[config.mk]
export PLATFORM = sky130hd
export DESIGN_NAME = fdd_density_config
export DESIGN_NICKNAME = d
export VERILOG_FILES = /design/src/design/fdd_pkg.sv /design/src/design/fdd_rate_decode.sv /design/src/design/fdd_density_config.sv
export SDC_FILE = /design/constraint.sdc
export NUM_CORES = 1
export LEC_CHECK = 0
export ABC_AREA = 1
export CAP_MARGIN = 20
export CELL_PAD_IN_SITES_DETAIL_PLACEMENT = 2
export CELL_PAD_IN_SITES_GLOBAL_PLACEMENT = 2
export CORE_AREA = 2 2 74 76
export CTS_CLUSTER_SIZE = 16
export DETAILED_ROUTE_END_ITERATION = 7
export DIE_AREA = 0 0 76 78
export DONT_BUFFER_PORTS = 1
export PLACE_DENSITY = 0.79
export SLEW_MARGIN = 20
export SYNTH_ARGS = -nofsm -noshare
export SYNTH_HDL_FRONTEND = slang
export SYNTH_HIERARCHICAL = 1
export SYNTH_SLANG_ARGS = --single-unit
[constraint.sdc]
create_clock -name clock -period 1.45 [get_ports clock]
set_input_delay 0.0725 -clock clock [delete_from_list [all_inputs] [get_ports clock]]
set_output_delay 0.0725 -clock clock [all_outputs]
set_load 0.01 [all_outputs]
[src/design/fdd_pkg.sv]
// Package: constants and types for the drive density configuration block
package fdd_pkg;

  // ----------------------------------------
  // Register indices in configuration space
  // ----------------------------------------
  localparam logic [7:0] FDD_IDX_FIRST_FLOPPY = 8'hF4;
  localparam logic [7:0] FDD_IDX_SECOND_FLOPPY = 8'hF5;
  localparam logic [7:0] FDD_CFG_RESET = 8'h00;

  // ----------------------------------------
  // Field positions
  // ----------------------------------------
  localparam int FDD_POS_PRECOMP_SKIP = 6;
  localparam int FDD_POS_RATE_TABLE_SEL_HI = 4;
  localparam int FDD_POS_RATE_TABLE_SEL_LO = 3;
  localparam int FDD_POS_DRIVE_TYPE_BIT_A = 1;
  localparam int FDD_POS_DRIVE_TYPE_BIT_B = 0;
  localparam int FDD_POS_FIFO_BIT7 = 7;

  // ----------------------------------------
  // Pin synchroniser depth
  // ----------------------------------------
  localparam int FDD_SYNC_STAGES = 3;

  typedef enum logic [1:0] {
    FDD_TABLE_REGULAR = 2'h0,
    FDD_TABLE_THREE_MODE = 2'h1,
    FDD_TABLE_TAPE = 2'h2,
    FDD_TABLE_RESERVED = 2'h3
  } fdd_table_t;

  typedef enum logic [1:0] {
    FDD_SEL_500 = 2'h0,
    FDD_SEL_300 = 2'h1,
    FDD_SEL_250 = 2'h2,
    FDD_SEL_1M = 2'h3
  } fdd_rate_sel_t;

  // Resulting bit rate (MFM figure; FM is half)
  typedef enum logic [2:0] {
    FDD_RATE_250K = 3'h0,
    FDD_RATE_300K = 3'h1,
    FDD_RATE_500K = 3'h3,
    FDD_RATE_1M = 3'h2,
    FDD_RATE_2M = 3'h6
  } fdd_bitrate_t;

  typedef enum logic [1:0] {
    FDD_MODE_AT = 2'h0,
    FDD_MODE_PS2 = 2'h1,
    FDD_MODE_MODEL30 = 2'h3
  } fdd_bus_mode_t;

  typedef struct packed {
    logic precompSkip;
    fdd_table_t rateTable;
    logic driveTypeBitA;
    logic driveTypeBitB;
  } fdd_drive_cfg_t;

  typedef struct packed {
    logic densitySelect;
    logic rateCodeHi;
    logic rateCodeLo;
    fdd_bitrate_t bitRate;
    logic drivePinA;
    logic drivePinB;
  } fdd_density_t;

endpackage

[src/design/fdd_rate_decode.sv]
// Rate table decode and density pin routing for one drive
`timescale 1ns/1ps
`default_nettype none

module fdd_rate_decode (
  input wire fdd_pkg::fdd_drive_cfg_t cfg,
  input wire fdd_pkg::fdd_rate_sel_t rateSel,
  output fdd_pkg::fdd_density_t density
);

  logic densitySelect;
  logic rateCodeHi;
  logic rateCodeLo;

  always_comb begin
    densitySelect = (rateSel == fdd_pkg::FDD_SEL_1M) ||
      (rateSel == fdd_pkg::FDD_SEL_500);
    rateCodeHi = rateSel[1];
    rateCodeLo = rateSel[0];
    density.densitySelect = densitySelect;
    density.rateCodeHi = rateCodeHi;
    density.rateCodeLo = rateCodeLo;
    case (rateSel)
      fdd_pkg::FDD_SEL_1M: density.bitRate = fdd_pkg::FDD_RATE_1M;
      fdd_pkg::FDD_SEL_500: density.bitRate = fdd_pkg::FDD_RATE_500K;
      fdd_pkg::FDD_SEL_250: density.bitRate = fdd_pkg::FDD_RATE_250K;
      fdd_pkg::FDD_SEL_300: begin
        case (cfg.rateTable)
          fdd_pkg::FDD_TABLE_THREE_MODE: density.bitRate = fdd_pkg::FDD_RATE_500K;
          fdd_pkg::FDD_TABLE_TAPE: density.bitRate = fdd_pkg::FDD_RATE_2M;
          default: density.bitRate = fdd_pkg::FDD_RATE_300K;
        endcase
      end
      default: density.bitRate = fdd_pkg::FDD_RATE_250K;
    endcase
    case ({cfg.driveTypeBitA, cfg.driveTypeBitB})
      2'h0: begin
        density.drivePinA = densitySelect;
        density.drivePinB = rateCodeLo;
      end
      2'h1: begin
        density.drivePinA = rateCodeHi;
        density.drivePinB = rateCodeLo;
      end
      2'h2: begin
        density.drivePinA = ~densitySelect;
        density.drivePinB = rateCodeLo;
      end
      default: begin
        density.drivePinA = rateCodeLo;
        density.drivePinB = rateCodeHi;
      end
    endcase
  end

endmodule // fdd_rate_decode

`default_nettype wire

[src/design/fdd_density_config.sv]
// Per-drive density configuration, DMA/IRQ gating and shared port read drive
`timescale 1ns/1ps
`default_nettype none

// Function
// - Drive registers 0xF4/0xF5 hold precomp skip b6, rate table b4:3, type a/b b1/b0, rest 0.
// - Precomp skip 0 writes with precompensation, 1 writes without.
// - Table 00: select 11/00/01/10 gives 1M/500/300/250k, density 1/1/0/0, rate = select.
// - Drive type bits route density, its inverse and rate bits onto the two pins.
// - The DMA transfer mode comes up as non-burst.
// - IRQ and DACK float and DREQ is ignored while the DMA gate is 0 or power is down.
// - 0x3f7 reads drive bit 7 in AT mode, the whole byte otherwise; IDE reads are not decoded.
module fdd_density_config (
  input wire logic clock,
  input wire logic reset,
  input wire logic cfgWrite,
  input wire logic cfgRead,
  input wire logic [7:0] cfgIndex,
  input wire logic [7:0] cfgWriteData,
  output logic [7:0] cfgReadData,
  output logic cfgReadValid,
  input wire logic driveSel,
  input wire logic [1:0] dataRateSel,
  output logic precompEnable,
  output fdd_pkg::fdd_bitrate_t bitRate,
  output logic drivePinA,
  output logic drivePinB,
  input wire logic dmaModeWrite,
  input wire logic dmaModeBurst,
  output logic dmaNonBurst,
  input wire logic dmaGateEnable,
  input wire logic powerDown,
  input wire logic controllerIrq,
  input wire logic controllerDack,
  input wire logic dreqPin,
  output logic irqOut,
  output logic irqOe_n,
  output logic dackOut,
  output logic dackOe_n,
  output logic dreqAccepted,
  input wire fdd_pkg::fdd_bus_mode_t busMode,
  input wire logic hostRead3f7,
  input wire logic [7:0] fdcByte3f7,
  output logic [7:0] busDataOut,
  output logic [7:0] busDataOe_n
);

  // ----------------------------------------
  // Drive configuration registers
  // ----------------------------------------
  fdd_pkg::fdd_drive_cfg_t driveCfg [2];
  fdd_pkg::fdd_drive_cfg_t next_driveCfg [2];
  logic [7:0] readData;
  logic [7:0] next_readData;
  logic readValid;
  logic next_readValid;

  function automatic fdd_pkg::fdd_drive_cfg_t unpackCfg(input logic [7:0] d);
    fdd_pkg::fdd_drive_cfg_t c;
    c.precompSkip = d[fdd_pkg::FDD_POS_PRECOMP_SKIP];
    c.rateTable = fdd_pkg::fdd_table_t'({d[fdd_pkg::FDD_POS_RATE_TABLE_SEL_HI],
                                         d[fdd_pkg::FDD_POS_RATE_TABLE_SEL_LO]});
    c.driveTypeBitA = d[fdd_pkg::FDD_POS_DRIVE_TYPE_BIT_A];
    c.driveTypeBitB = d[fdd_pkg::FDD_POS_DRIVE_TYPE_BIT_B];
    return c;
  endfunction

  function automatic logic [7:0] packCfg(input fdd_pkg::fdd_drive_cfg_t c);
    logic [7:0] d;
    d = 8'h00;
    d[fdd_pkg::FDD_POS_PRECOMP_SKIP] = c.precompSkip;
    d[fdd_pkg::FDD_POS_RATE_TABLE_SEL_HI] = c.rateTable[1];
    d[fdd_pkg::FDD_POS_RATE_TABLE_SEL_LO] = c.rateTable[0];
    d[fdd_pkg::FDD_POS_DRIVE_TYPE_BIT_A] = c.driveTypeBitA;
    d[fdd_pkg::FDD_POS_DRIVE_TYPE_BIT_B] = c.driveTypeBitB;
    return d;
  endfunction

  always_comb begin
    next_driveCfg[0] = driveCfg[0];
    next_driveCfg[1] = driveCfg[1];
    next_readData = readData;
    next_readValid = cfgRead;
    if (cfgWrite && cfgIndex == fdd_pkg::FDD_IDX_FIRST_FLOPPY) begin
      next_driveCfg[0] = unpackCfg(cfgWriteData);
    end
    if (cfgWrite && cfgIndex == fdd_pkg::FDD_IDX_SECOND_FLOPPY) begin
      next_driveCfg[1] = unpackCfg(cfgWriteData);
    end
    if (cfgRead) begin
      case (cfgIndex)
        fdd_pkg::FDD_IDX_FIRST_FLOPPY: next_readData = packCfg(driveCfg[0]);
        fdd_pkg::FDD_IDX_SECOND_FLOPPY: next_readData = packCfg(driveCfg[1]);
        default: next_readData = 8'h00;
      endcase
    end
  end

  always_ff @(posedge clock or posedge reset) begin
    if (reset) begin
      driveCfg[0] <= fdd_pkg::fdd_drive_cfg_t'(fdd_pkg::FDD_CFG_RESET[4:0]);
      driveCfg[1] <= fdd_pkg::fdd_drive_cfg_t'(fdd_pkg::FDD_CFG_RESET[4:0]);
      readData <= 8'h00;
      readValid <= 1'b0;
    end else begin
      driveCfg[0] <= next_driveCfg[0];
      driveCfg[1] <= next_driveCfg[1];
      readData <= next_readData;
      readValid <= next_readValid;
    end
  end

  assign cfgReadData = readData;
  assign cfgReadValid = readValid;

  // ----------------------------------------
  // Density decode for the selected drive
  // ----------------------------------------
  fdd_pkg::fdd_density_t density;
  logic nextPrecomp;
  logic precompQ;
  fdd_pkg::fdd_bitrate_t bitRateQ;
  logic pinAQ;
  logic pinBQ;

  fdd_rate_decode decodeUnit (
    .cfg(driveCfg[driveSel]),
    .rateSel(fdd_pkg::fdd_rate_sel_t'(dataRateSel)),
    .density(density)
  );

  always_comb begin
    nextPrecomp = ~driveCfg[driveSel].precompSkip;
  end

  always_ff @(posedge clock or posedge reset) begin
    if (reset) begin
      precompQ <= 1'b1;
      bitRateQ <= fdd_pkg::FDD_RATE_500K;
      pinAQ <= 1'b1;
      pinBQ <= 1'b0;
    end else begin
      precompQ <= nextPrecomp;
      bitRateQ <= density.bitRate;
      pinAQ <= density.drivePinA;
      pinBQ <= density.drivePinB;
    end
  end

  assign precompEnable = precompQ;
  assign bitRate = bitRateQ;
  assign drivePinA = pinAQ;
  assign drivePinB = pinBQ;

  // ----------------------------------------
  // DMA mode and IRQ/DACK/DREQ gating
  // ----------------------------------------
  logic nonBurst;
  logic next_nonBurst;
  logic [fdd_pkg::FDD_SYNC_STAGES-1:0] dreqSync;
  logic [fdd_pkg::FDD_SYNC_STAGES-1:0] next_dreqSync;
  logic dreqLevel;
  logic next_dreqLevel;
  logic gateOpen;

  always_comb begin
    next_nonBurst = dmaModeWrite ? ~dmaModeBurst : nonBurst;
    next_dreqSync = {dreqSync[fdd_pkg::FDD_SYNC_STAGES-2:0], dreqPin};
    next_dreqLevel = (dreqSync[1] == dreqSync[2]) ? dreqSync[2] : dreqLevel;
    gateOpen = dmaGateEnable && !powerDown;
  end

  always_ff @(posedge clock or posedge reset) begin
    if (reset) begin
      nonBurst <= 1'b1;
      dreqSync <= '0;
      dreqLevel <= 1'b0;
    end else begin
      nonBurst <= next_nonBurst;
      dreqSync <= next_dreqSync;
      dreqLevel <= next_dreqLevel;
    end
  end

  assign dmaNonBurst = nonBurst;
  assign irqOut = controllerIrq;
  assign irqOe_n = ~gateOpen;
  assign dackOut = controllerDack;
  assign dackOe_n = ~gateOpen;
  assign dreqAccepted = dreqLevel && gateOpen;

  // ----------------------------------------
  // Shared 0x3f7 read drive
  // ----------------------------------------
  logic [7:0] next_busData;
  logic [7:0] next_busOe_n;
  logic [7:0] busDataQ;
  logic [7:0] busOeQ_n;

  always_comb begin
    next_busData = 8'h00;
    next_busOe_n = 8'hFF;
    if (hostRead3f7) begin
      next_busData = fdcByte3f7;
      case (busMode)
        fdd_pkg::FDD_MODE_AT: begin
          next_busOe_n[fdd_pkg::FDD_POS_FIFO_BIT7] = 1'b0;
        end
        fdd_pkg::FDD_MODE_PS2, fdd_pkg::FDD_MODE_MODEL30: next_busOe_n = 8'h00;
        default: next_busOe_n = 8'h00;
      endcase
    end
  end

  always_ff @(posedge clock or posedge reset) begin
    if (reset) begin
      busDataQ <= 8'h00;
      busOeQ_n <= 8'hFF;
    end else begin
      busDataQ <= next_busData;
      busOeQ_n <= next_busOe_n;
    end
  end

  assign busDataOut = busDataQ;
  assign busDataOe_n = busOeQ_n;

endmodule // fdd_density_config

`default_nettype wire

==> results of run 1 <==
worst max-delay path, cell delays in order, from the launching register on:
cell and delay (ns):
dfstp_2 0.56, nor2_1 0.05, a21oi_1 0.12, dlygate4sd3_1 0.57
flip-flops by register name, indices dropped and copies added, names as in the netlist:
signal / flops
bitRate: 3
busDataOe_n: 2
busDataOut: 8
cfgReadData: 5
cfgReadValid: 1
dmaNonBurst: 1
dreqLevel: 1
dreqSync: 3
driveCfg: 10
drivePinA: 1
drivePinB: 1
precompEnable: 1
placed cells by master, fill, tap and decap left out, types with 5 or more instances in the layout:
| cell | instances |
|---|---|
| dfrtp_1 | 30 |
| inv_1 | 31 |
| ha_1 | 5 |
| dlygate4sd3_1 | 24 |
| clkbuf_8 | 5 |
| dfstp_2 | 7 |
| nand3_1 | 13 |
| o21ai_1 | 10 |
| nand2_1 | 45 |
| nor2_1 | 6 |
final cells by class:
type / instances / area (um2) / share of cell area (%)
clock inverter: 2 / 10.0 / 0.488
clock buffer: 6 / 72.6 / 3.54
tap: 70 / 87.6 / 4.27
timing repair buffer: 26 / 255 / 12.4
sequential: 37 / 935 / 45.6
multi-input combinational: 102 / 574 / 28.0
inverter: 31 / 116 / 5.67
per-layer routing:
metal | vias to the layer above | track usage [%] | routed length [um]
met5 | - | 0 | 0
li1 | 585 | - | -
met1 | 623 | 17.0 | 1650
met2 | 50 | 34.1 | 2590
met3 | 3 | 5.93 | 318
met4 | 0 | 3.27 | 29
how the worst max path moves through the flow:
stage / endpoint / slack [ns] / depth (start not counted)
after floorplan: bitRate[1] / 0.32 / 3
after global placement: bitRate[1] / 0.25 / 4
after detailed placement: bitRate[1] / 0.19 / 4
after CTS: dmaNonBurst / 0.11 / 3
after global routing: dmaNonBurst / 0.02 / 3
final: dmaNonBurst / 0.08 / 3
report_power, final:
| part | total, mW | leakage (nW) | internal, mW | switching (mW) |
|---|---|---|---|---|
| combinational | 0.212 | 0.548 | 0.0920 | 0.120 |
| clock | 0.677 | 0.0450 | 0.333 | 0.345 |
| sequential | 1.15 | 0.468 | 1.09 | 0.0528 |
timing repair:
action                                 CTS  global route
setup buffers                            0             0
endpoints found under the hold margin   69             0
hold buffers                            24             0
through the flow:
stage,cell area [um2],worst slack [ns]
6_report,2050,0.0786
5_1_grt,2050,0.0249
4_1_cts,2050,0.107
3_5_place_dp,1730,0.194
3_3_place_gp,1730,0.248
2_1_floorplan,1730,0.319
==> impl_metrics.toml, run 1 <==
[finish]
area_growth_pct = 19.0
fin_cells = 274
nFillCells = 553
antennaDiodeCount = 0
utilization_pct = 40.7
drive_above_1_share_pct = 14.7
nets = 249

[global_route]
overflow = 0
grt_max_degree = 23
antenna_found_initial = 0
grt_pass1_vias = 1498
grt_pass1_wl_um = 7780
track_usage_pct = 17.1

[placement]
dp_hpwl_um = 3130
gp_congestion = 0.700
placed_cells = 242
io_buffers = 0

[floorplan]
die_w_um = 76
num_io_pins = 78
core_um2 = 5040
die_area_um2 = 5930
rows = 26
die_y_um = 78
start_util_pct = 34.2

[min_path]
worstHoldPathType = "in -> reg"
whs_path_depth = 2
min_to = "driveCfg[1]"
min-delay-start = "cfgWrite"

[detailed_routing]
drcViolationCount = 0
viasPerCell = 4.60
routedWlPerCell_um = 16.8
vias = 1261
drt_iter0_drc = 16
antenna_left = 0
dr.pass1.iters = 4
routed_wl_um = 4600

[clock_network]
clkSinkCount = 37
clk_latency_ns = 0.28
cts_max_level = 2
cts_resized = 0
cts_buffer_depth = 2
cts_root_buf = "clkbuf_8"
numCtsBuffers = 5
cts_tree = "built"
cts.clk_slew.worst_paths_ns = 0.07

[sta]
finClkSkew_ns = 0.00197
finalHoldViolCount = 0
drv_slew = 0
fmax_mhz = 729
period_share_pct = 94.6
final.min_clock_period_ns = 1.37
final-setup-viol-count = 0
tns_ns = 0
hold_ws_ns = 0.0112
rsz0062_at_grt = "no"

[critical_path]
reg2reg_to = "dmaNonBurst"
critPathCaptureType = "register"
crit_type = "reg -> reg"
start_kind = "register"
arrival_ns = 1.59
crit_required_ns = 1.67
ff2ff_path_depth = 3
r2r_start = "dmaNonBurst"
critical_path.max_fanout = 2
crit_path_start = "dmaNonBurst"
rrSetupSlack_ns = 0.08

[yosys]
synth_area_um2 = 1720
yosys_warnings = 6
syn-instance-count = 182
synth.avg_cell_area_um2 = 9.47

[flow_run]
drv_cap = 0

[power]
p_total_mw = 2.04
leakage_nw = 1.06
max-vdd-ir-drop_mv = 0.326
power_density_nw_per_um2 = 993

[status]
status = "completed"
(Power assumes the default switching activity.)
==> run 2: changes to the inputs <==
clock period = 1.5 ns   (was 1.45 ns; I/O delays follow)
==> run 2 against run 1 <==
Combinational power shrank 4%; sequential cell count unchanged; cell count up 0.36%.
==> impl_metrics.toml, run 2 (synthesized netlist as in run 1, its figures left out) <==
[sta]
tns_ns = 0
finClkSkew_ns = 0.00296
finalHoldViolCount = 0
worst_slack_ns = 0.149
rsz0062_at_grt = "no"
final-setup-viol-count = 0
final.min_clock_period_ns = 1.35
fmax_mhz = 740
drv_slew = 0
period_share_pct = 90.1

[floorplan]
die_area_um2 = 5930
die_y_um = 78
die_w_um = 76
start_util_pct = 34.2
core_um2 = 5040
rows = 26
num_io_pins = 78

[critical_path]
critPathCaptureType = "register"
critical_path.max_fanout = 2
start_kind = "register"
crit_type = "reg -> reg"
arrival_ns = 1.57
ff2ff_path_depth = 3
crit_required_ns = 1.72

[global_route]
grt_pass1_vias = 1480
grt_max_degree = 23
track_usage_pct = 16.2
antenna_found_initial = 0
grt_pass1_wl_um = 7430
overflow = 0

[clock_network]
cts_setup_buffers = 0
clk_latency_ns = 0.28
cts_hold_buffers = 25
numCtsBuffers = 5
cts_buffer_depth = 2
cts_resized = 0
cts_max_level = 2
cts_root_buf = "clkbuf_8"
cts.clk_slew.worst_paths_ns = 0.07
clkSinkCount = 37
cts_tree = "built"

[placement]
io_buffers = 0
post_dp_cell_area_um2 = 1730
gp_congestion = 0.698
place_ws_ns = 0.232
dp_hpwl_um = 3070

[finish]
finalInstanceArea_um2 = 2060
nFillCells = 558
largest_register_ffs = 10
layout_commonest_cell = "nand2_1"
nets = 250
regMostFlops = "driveCfg"
antennaDiodeCount = 0
final_cell_mix = "nand2_1, inv_1, dfrtp_1, dlygate4sd3_1, nand3_1"
drive_above_1_share_pct = 14.6
area_growth_pct = 19.6

[power]
intPower_mw = 1.47
p_switching_uw = 504
leakage_nw = 1.07
p_total_mw = 1.97
clockPowerShare_pct = 33.5
max-vdd-ir-drop_mv = 0.391
power_density_nw_per_um2 = 957
swShare_pct = 25.5
seqPwrFrac_pct = 56.2
p_comb_share_pct = 10.3

[min_path]
worstHoldPathType = "in -> reg"
whs_path_depth = 4

[detailed_routing]
antenna_left = 0
wl_met2_um = 2290
vias = 1241
wl_met1_um = 1660
drt_iter0_drc = 53
routed_wl_um = 4370
dr.pass1.iters = 4
viasPerCell = 4.51
routedWlPerCell_um = 15.9
dr_wl_met3_um = 367
top_layer_used = "met4"
drcViolationCount = 0

[status]
status = "completed"

[flow_run]
drv_cap = 0
## run 2: cell types whose count changed in the layout (fill, tap and decap cells not counted), sizes merged
cell and delta:
dlygate4sd3 +1
## run 2: metal layers
layer | global-route usage, % | up-vias
met4 | 4.55 | 0
met5 | 0 | -
met2 | 28.6 | 51
li1 | - | 582
met1 | 18.0 | 599
met3 | 7.09 | 9
## run 2: power by group through the flow
stage	sequential, mW	combinational (mW)	clock, mW
floorplan	1.11	0.145	0
global placement	1.12	0.128	0
detailed placement	1.13	0.141	0
CTS	1.11	0.204	0.692
global route	1.12	0.230	0.735
finish	1.11	0.204	0.661
## run 2: final cells by class
class	count	area (um2)	area share, %
clock buffers	6	72.6	3.52
clock inverters	2	10.0	0.486
inverters	31	116	5.65
multi-input cells	102	574	27.9
flip-flops and latches	37	935	45.4
well taps	70	87.6	4.25
repair buffers	27	265	12.9
## run 2: worst max-delay path: stages, from the launching register on
cell	delay, ns
dfstp_2	0.56
nor2_1	0.05
a21oi_1	0.10
dlygate4sd3_1	0.58
## run 2: through the flow
step	utilization [%]	instances	hold WS (ns)
3_5_place_dp	34.3	242	0.0121
6_report	40.9	275	0.0179
3_3_place_gp	34.3	242	0.00715
2_1_floorplan	-	184	0.106
4_1_cts	40.9	275	0.00458
5_1_grt	40.9	275	0.0270
## run 2: path summary, 6_finish.rpt
| path | start | to | slack, ns |
|---|---|---|---|
| worst max-delay path | dmaNonBurst | dmaNonBurst | 0.15 |
| worst min-delay path | dataRateSel[0] | drivePinB | 0.02 |
| worst max register to register | dmaNonBurst | dmaNonBurst | 0.15 |
| worst min register to register | dreqSync[0] | dreqSync[1] | 0.37 |
| max in group asynchronous | reset | bitRate[0] | 0.92 |
| min in group asynchronous | reset | cfgReadValid | 0.27 |
==> run 3: changes to the inputs <==
PLACE_DENSITY = 0.78   (was 0.79)
SYNTH_HIERARCHICAL = unset   (was 1)
==> run 3 against run 2 <==
Setup slack worse by 0.024 ns; global-route usage up 0.43 points; wire length up 4.5%.
==> impl_metrics.toml, run 3 <==
[power]
intPower_mw = 1.81
p_switching_uw = 548
leakage_nw = 1.08
p_comb_share_pct = 8.5
seqPwrFrac_pct = 46.9
power_density_nw_per_um2 = 1130
max-vdd-ir-drop_mv = 0.387
swShare_pct = 23.2
p_total_mw = 2.36
clockPowerShare_pct = 44.6

[finish]
nFillCells = 554
regMostFlops = "driveCfg"
finalInstanceArea_um2 = 2090
fin_cells = 277
final_cell_mix = "nand2_1, inv_1, dfrtp_1, dlygate4sd3_1, nand3_1"
layout_commonest_cell = "nand2_1"
area_growth_pct = 22.6
largest_register_ffs = 10
antennaDiodeCount = 0
nets = 251
drive_above_1_share_pct = 12.6

[yosys]
yosysTopAreaCell = "dfrtp_1"
synth_top_family_by_area = "simple AND/OR/NAND/NOR gates"
synth-adder-area-share_pct = 3.52
synthArstFlopShare_pct = 100
synth_edf_count = 0
synthTopCellsByArea = "dfrtp_1, dfstp_2, nand2_1, inv_1, buf_4"
synth-seq-area-share_pct = 54.8
yosys.area_share.simple_pct = 21.5
synth.most_common_cell = "nand2_1"
yosys-mux-area-fraction_pct = 1.83
synth_seq_cells = 37
synth_top_area_share_pct = 44.0
synth_area_um2 = 1710
synth-compound-area-share_pct = 4.92
yosys-top-cells-count = "nand2_1, dfrtp_1, inv_1"
synth_ff_type = "dfrtp_1"
ys_types = 23
synth-xor-area-share_pct = 0
yosys_warnings = 0
synth.avg_cell_area_um2 = 9.22
syn-instance-count = 185

[floorplan]
die_area_um2 = 5930
core_um2 = 5040
num_io_pins = 78
die_w_um = 76
start_util_pct = 33.8
rows = 26
die_y_um = 78

[global_route]
grt_max_degree = 20
grt_pass1_vias = 1539
antenna_found_initial = 0
overflow = 0
track_usage_pct = 16.7
grt_pass1_wl_um = 7580

[sta]
period_share_pct = 91.7
finalHoldViolCount = 0
final.min_clock_period_ns = 1.38
tns_ns = 0
rsz0062_at_grt = "no"
finClkSkew_ns = 0.0138
fmax_mhz = 727
final-setup-viol-count = 0
drv_slew = 0

[detailed_routing]
drcViolationCount = 0
dr.pass1.iters = 4
vias = 1288
viasPerCell = 4.65
drt_iter0_drc = 31
antenna_left = 0
routed_wl_um = 4570
routedWlPerCell_um = 16.5

[clock_network]
cts_max_level = 2
cts_buffer_depth = 2
clkSinkCount = 37
numCtsBuffers = 5
cts.clk_slew.worst_paths_ns = 0.07
cts_root_buf = "clkbuf_8"
cts_tree = "built"
cts_setup_buffers = 0
clk_latency_ns = 0.30

[critical_path]
crit_required_ns = 1.73
start_kind = "register"
arrival_ns = 1.60
critical_path.max_fanout = 2
ff2ff_path_depth = 3
crit_type = "reg -> reg"
critPathCaptureType = "register"

[flow_run]
drv_cap = 0

[min_path]
whs_path_depth = 4
worstHoldPathType = "in -> reg"

[placement]
gp_congestion = 0.697
dp_hpwl_um = 3160
post_dp_cell_area_um2 = 1700
io_buffers = 0
placed_cells = 244

[status]
status = "completed"
## run 3: cell count changes in the layout (fill, tap and decap cells not counted), moves of 2 or more
| cell | delta |
|---|---|
| mux2i_1 | +2 |
| clkinv_2 | -2 |
| nor2_1 | +3 |
| o21ai_1 | +2 |
| nand2_1 | +3 |
| mux2_2 | -3 |
| bufinv_16 | +2 |
## run 3: repair_timing
item | CTS | global route
hold buffers | 25 | 0
endpoints found under the hold margin | 69 | 0
setup endpoints to repair | 0 | 0
gates resized for setup | 0 | 0
## run 3: power groups by stage
| stage | Clock (mW) | Sequential [mW] | Combinational (mW) |
|---|---|---|---|
| after floorplan | 0 | 1.11 | 0.147 |
| after global placement | 0 | 1.12 | 0.125 |
| after detailed placement | 0 | 1.13 | 0.139 |
| after CTS | 1.07 | 1.11 | 0.204 |
| after global routing | 1.12 | 1.11 | 0.229 |
| final | 1.05 | 1.11 | 0.202 |
## run 3: logic make-up (layout without fill, tap and decap cells)
| kind of cell | Yosys count | count (layout) |
|---|---|---|
| AND/OR/NAND/NOR | 78 | 78 |
| buffers and inverters | 45 | 65 |
| flip-flops | 37 | 37 |
| AO/OA/AOI/OAI | 16 | 16 |
| adder cells (fa/ha/maj) | 5 | 5 |
| multiplexers | 3 | 3 |
| other | 1 | 3 |
## run 3: path summary, 6_finish.rpt
check	from	end	slack, ns
setup / recovery	dmaNonBurst	dmaNonBurst	0.12
hold / removal	dataRateSel[0]	drivePinB	0.02
setup reg to reg	dmaNonBurst	dmaNonBurst	0.12
hold reg to reg	dreqSync[0]	dreqSync[1]	0.40
max in group asynchronous	reset	bitRate[0]	0.95
min in group asynchronous	reset	cfgReadData[1]	0.27
## run 3: metrics by stage
step                      hold slack (ns)  util (%)  setup slack [ns]
after floorplan                     0.106         -             0.402
after global placement             0.0177      33.8             0.359
final                              0.0222      41.5             0.125
after global routing               0.0440      41.5            0.0479
after CTS                         0.00823      41.5             0.155
after detailed placement           0.0325      33.8             0.328
## run 3: area by class of cell
class | instances | area, um2 | area share, %
inverters | 30 | 113 | 5.39
multi-input cells | 105 | 553 | 26.5
flip-flops and latches | 37 | 935 | 44.7
repair buffers | 27 | 265 | 12.7
clock buffers | 5 | 68.8 | 3.29
well taps | 70 | 87.6 | 4.19
clock inverters | 3 | 68.8 | 3.29
## run 3: layer usage
metal	part of all wire (%)	routed length, um	GRT usage (%)
met1	34	1570	16.0
met2	59	2690	33.8
met3	5.3	244	5.47
met4	1.4	63	4.55
met5	0	0	0
## run 3: critical path, stage by stage, from the launching register on
cell           delay, ns
dfstp_2             0.56
nor2_1              0.05
a21oi_1             0.13
dlygate4sd3_1       0.57
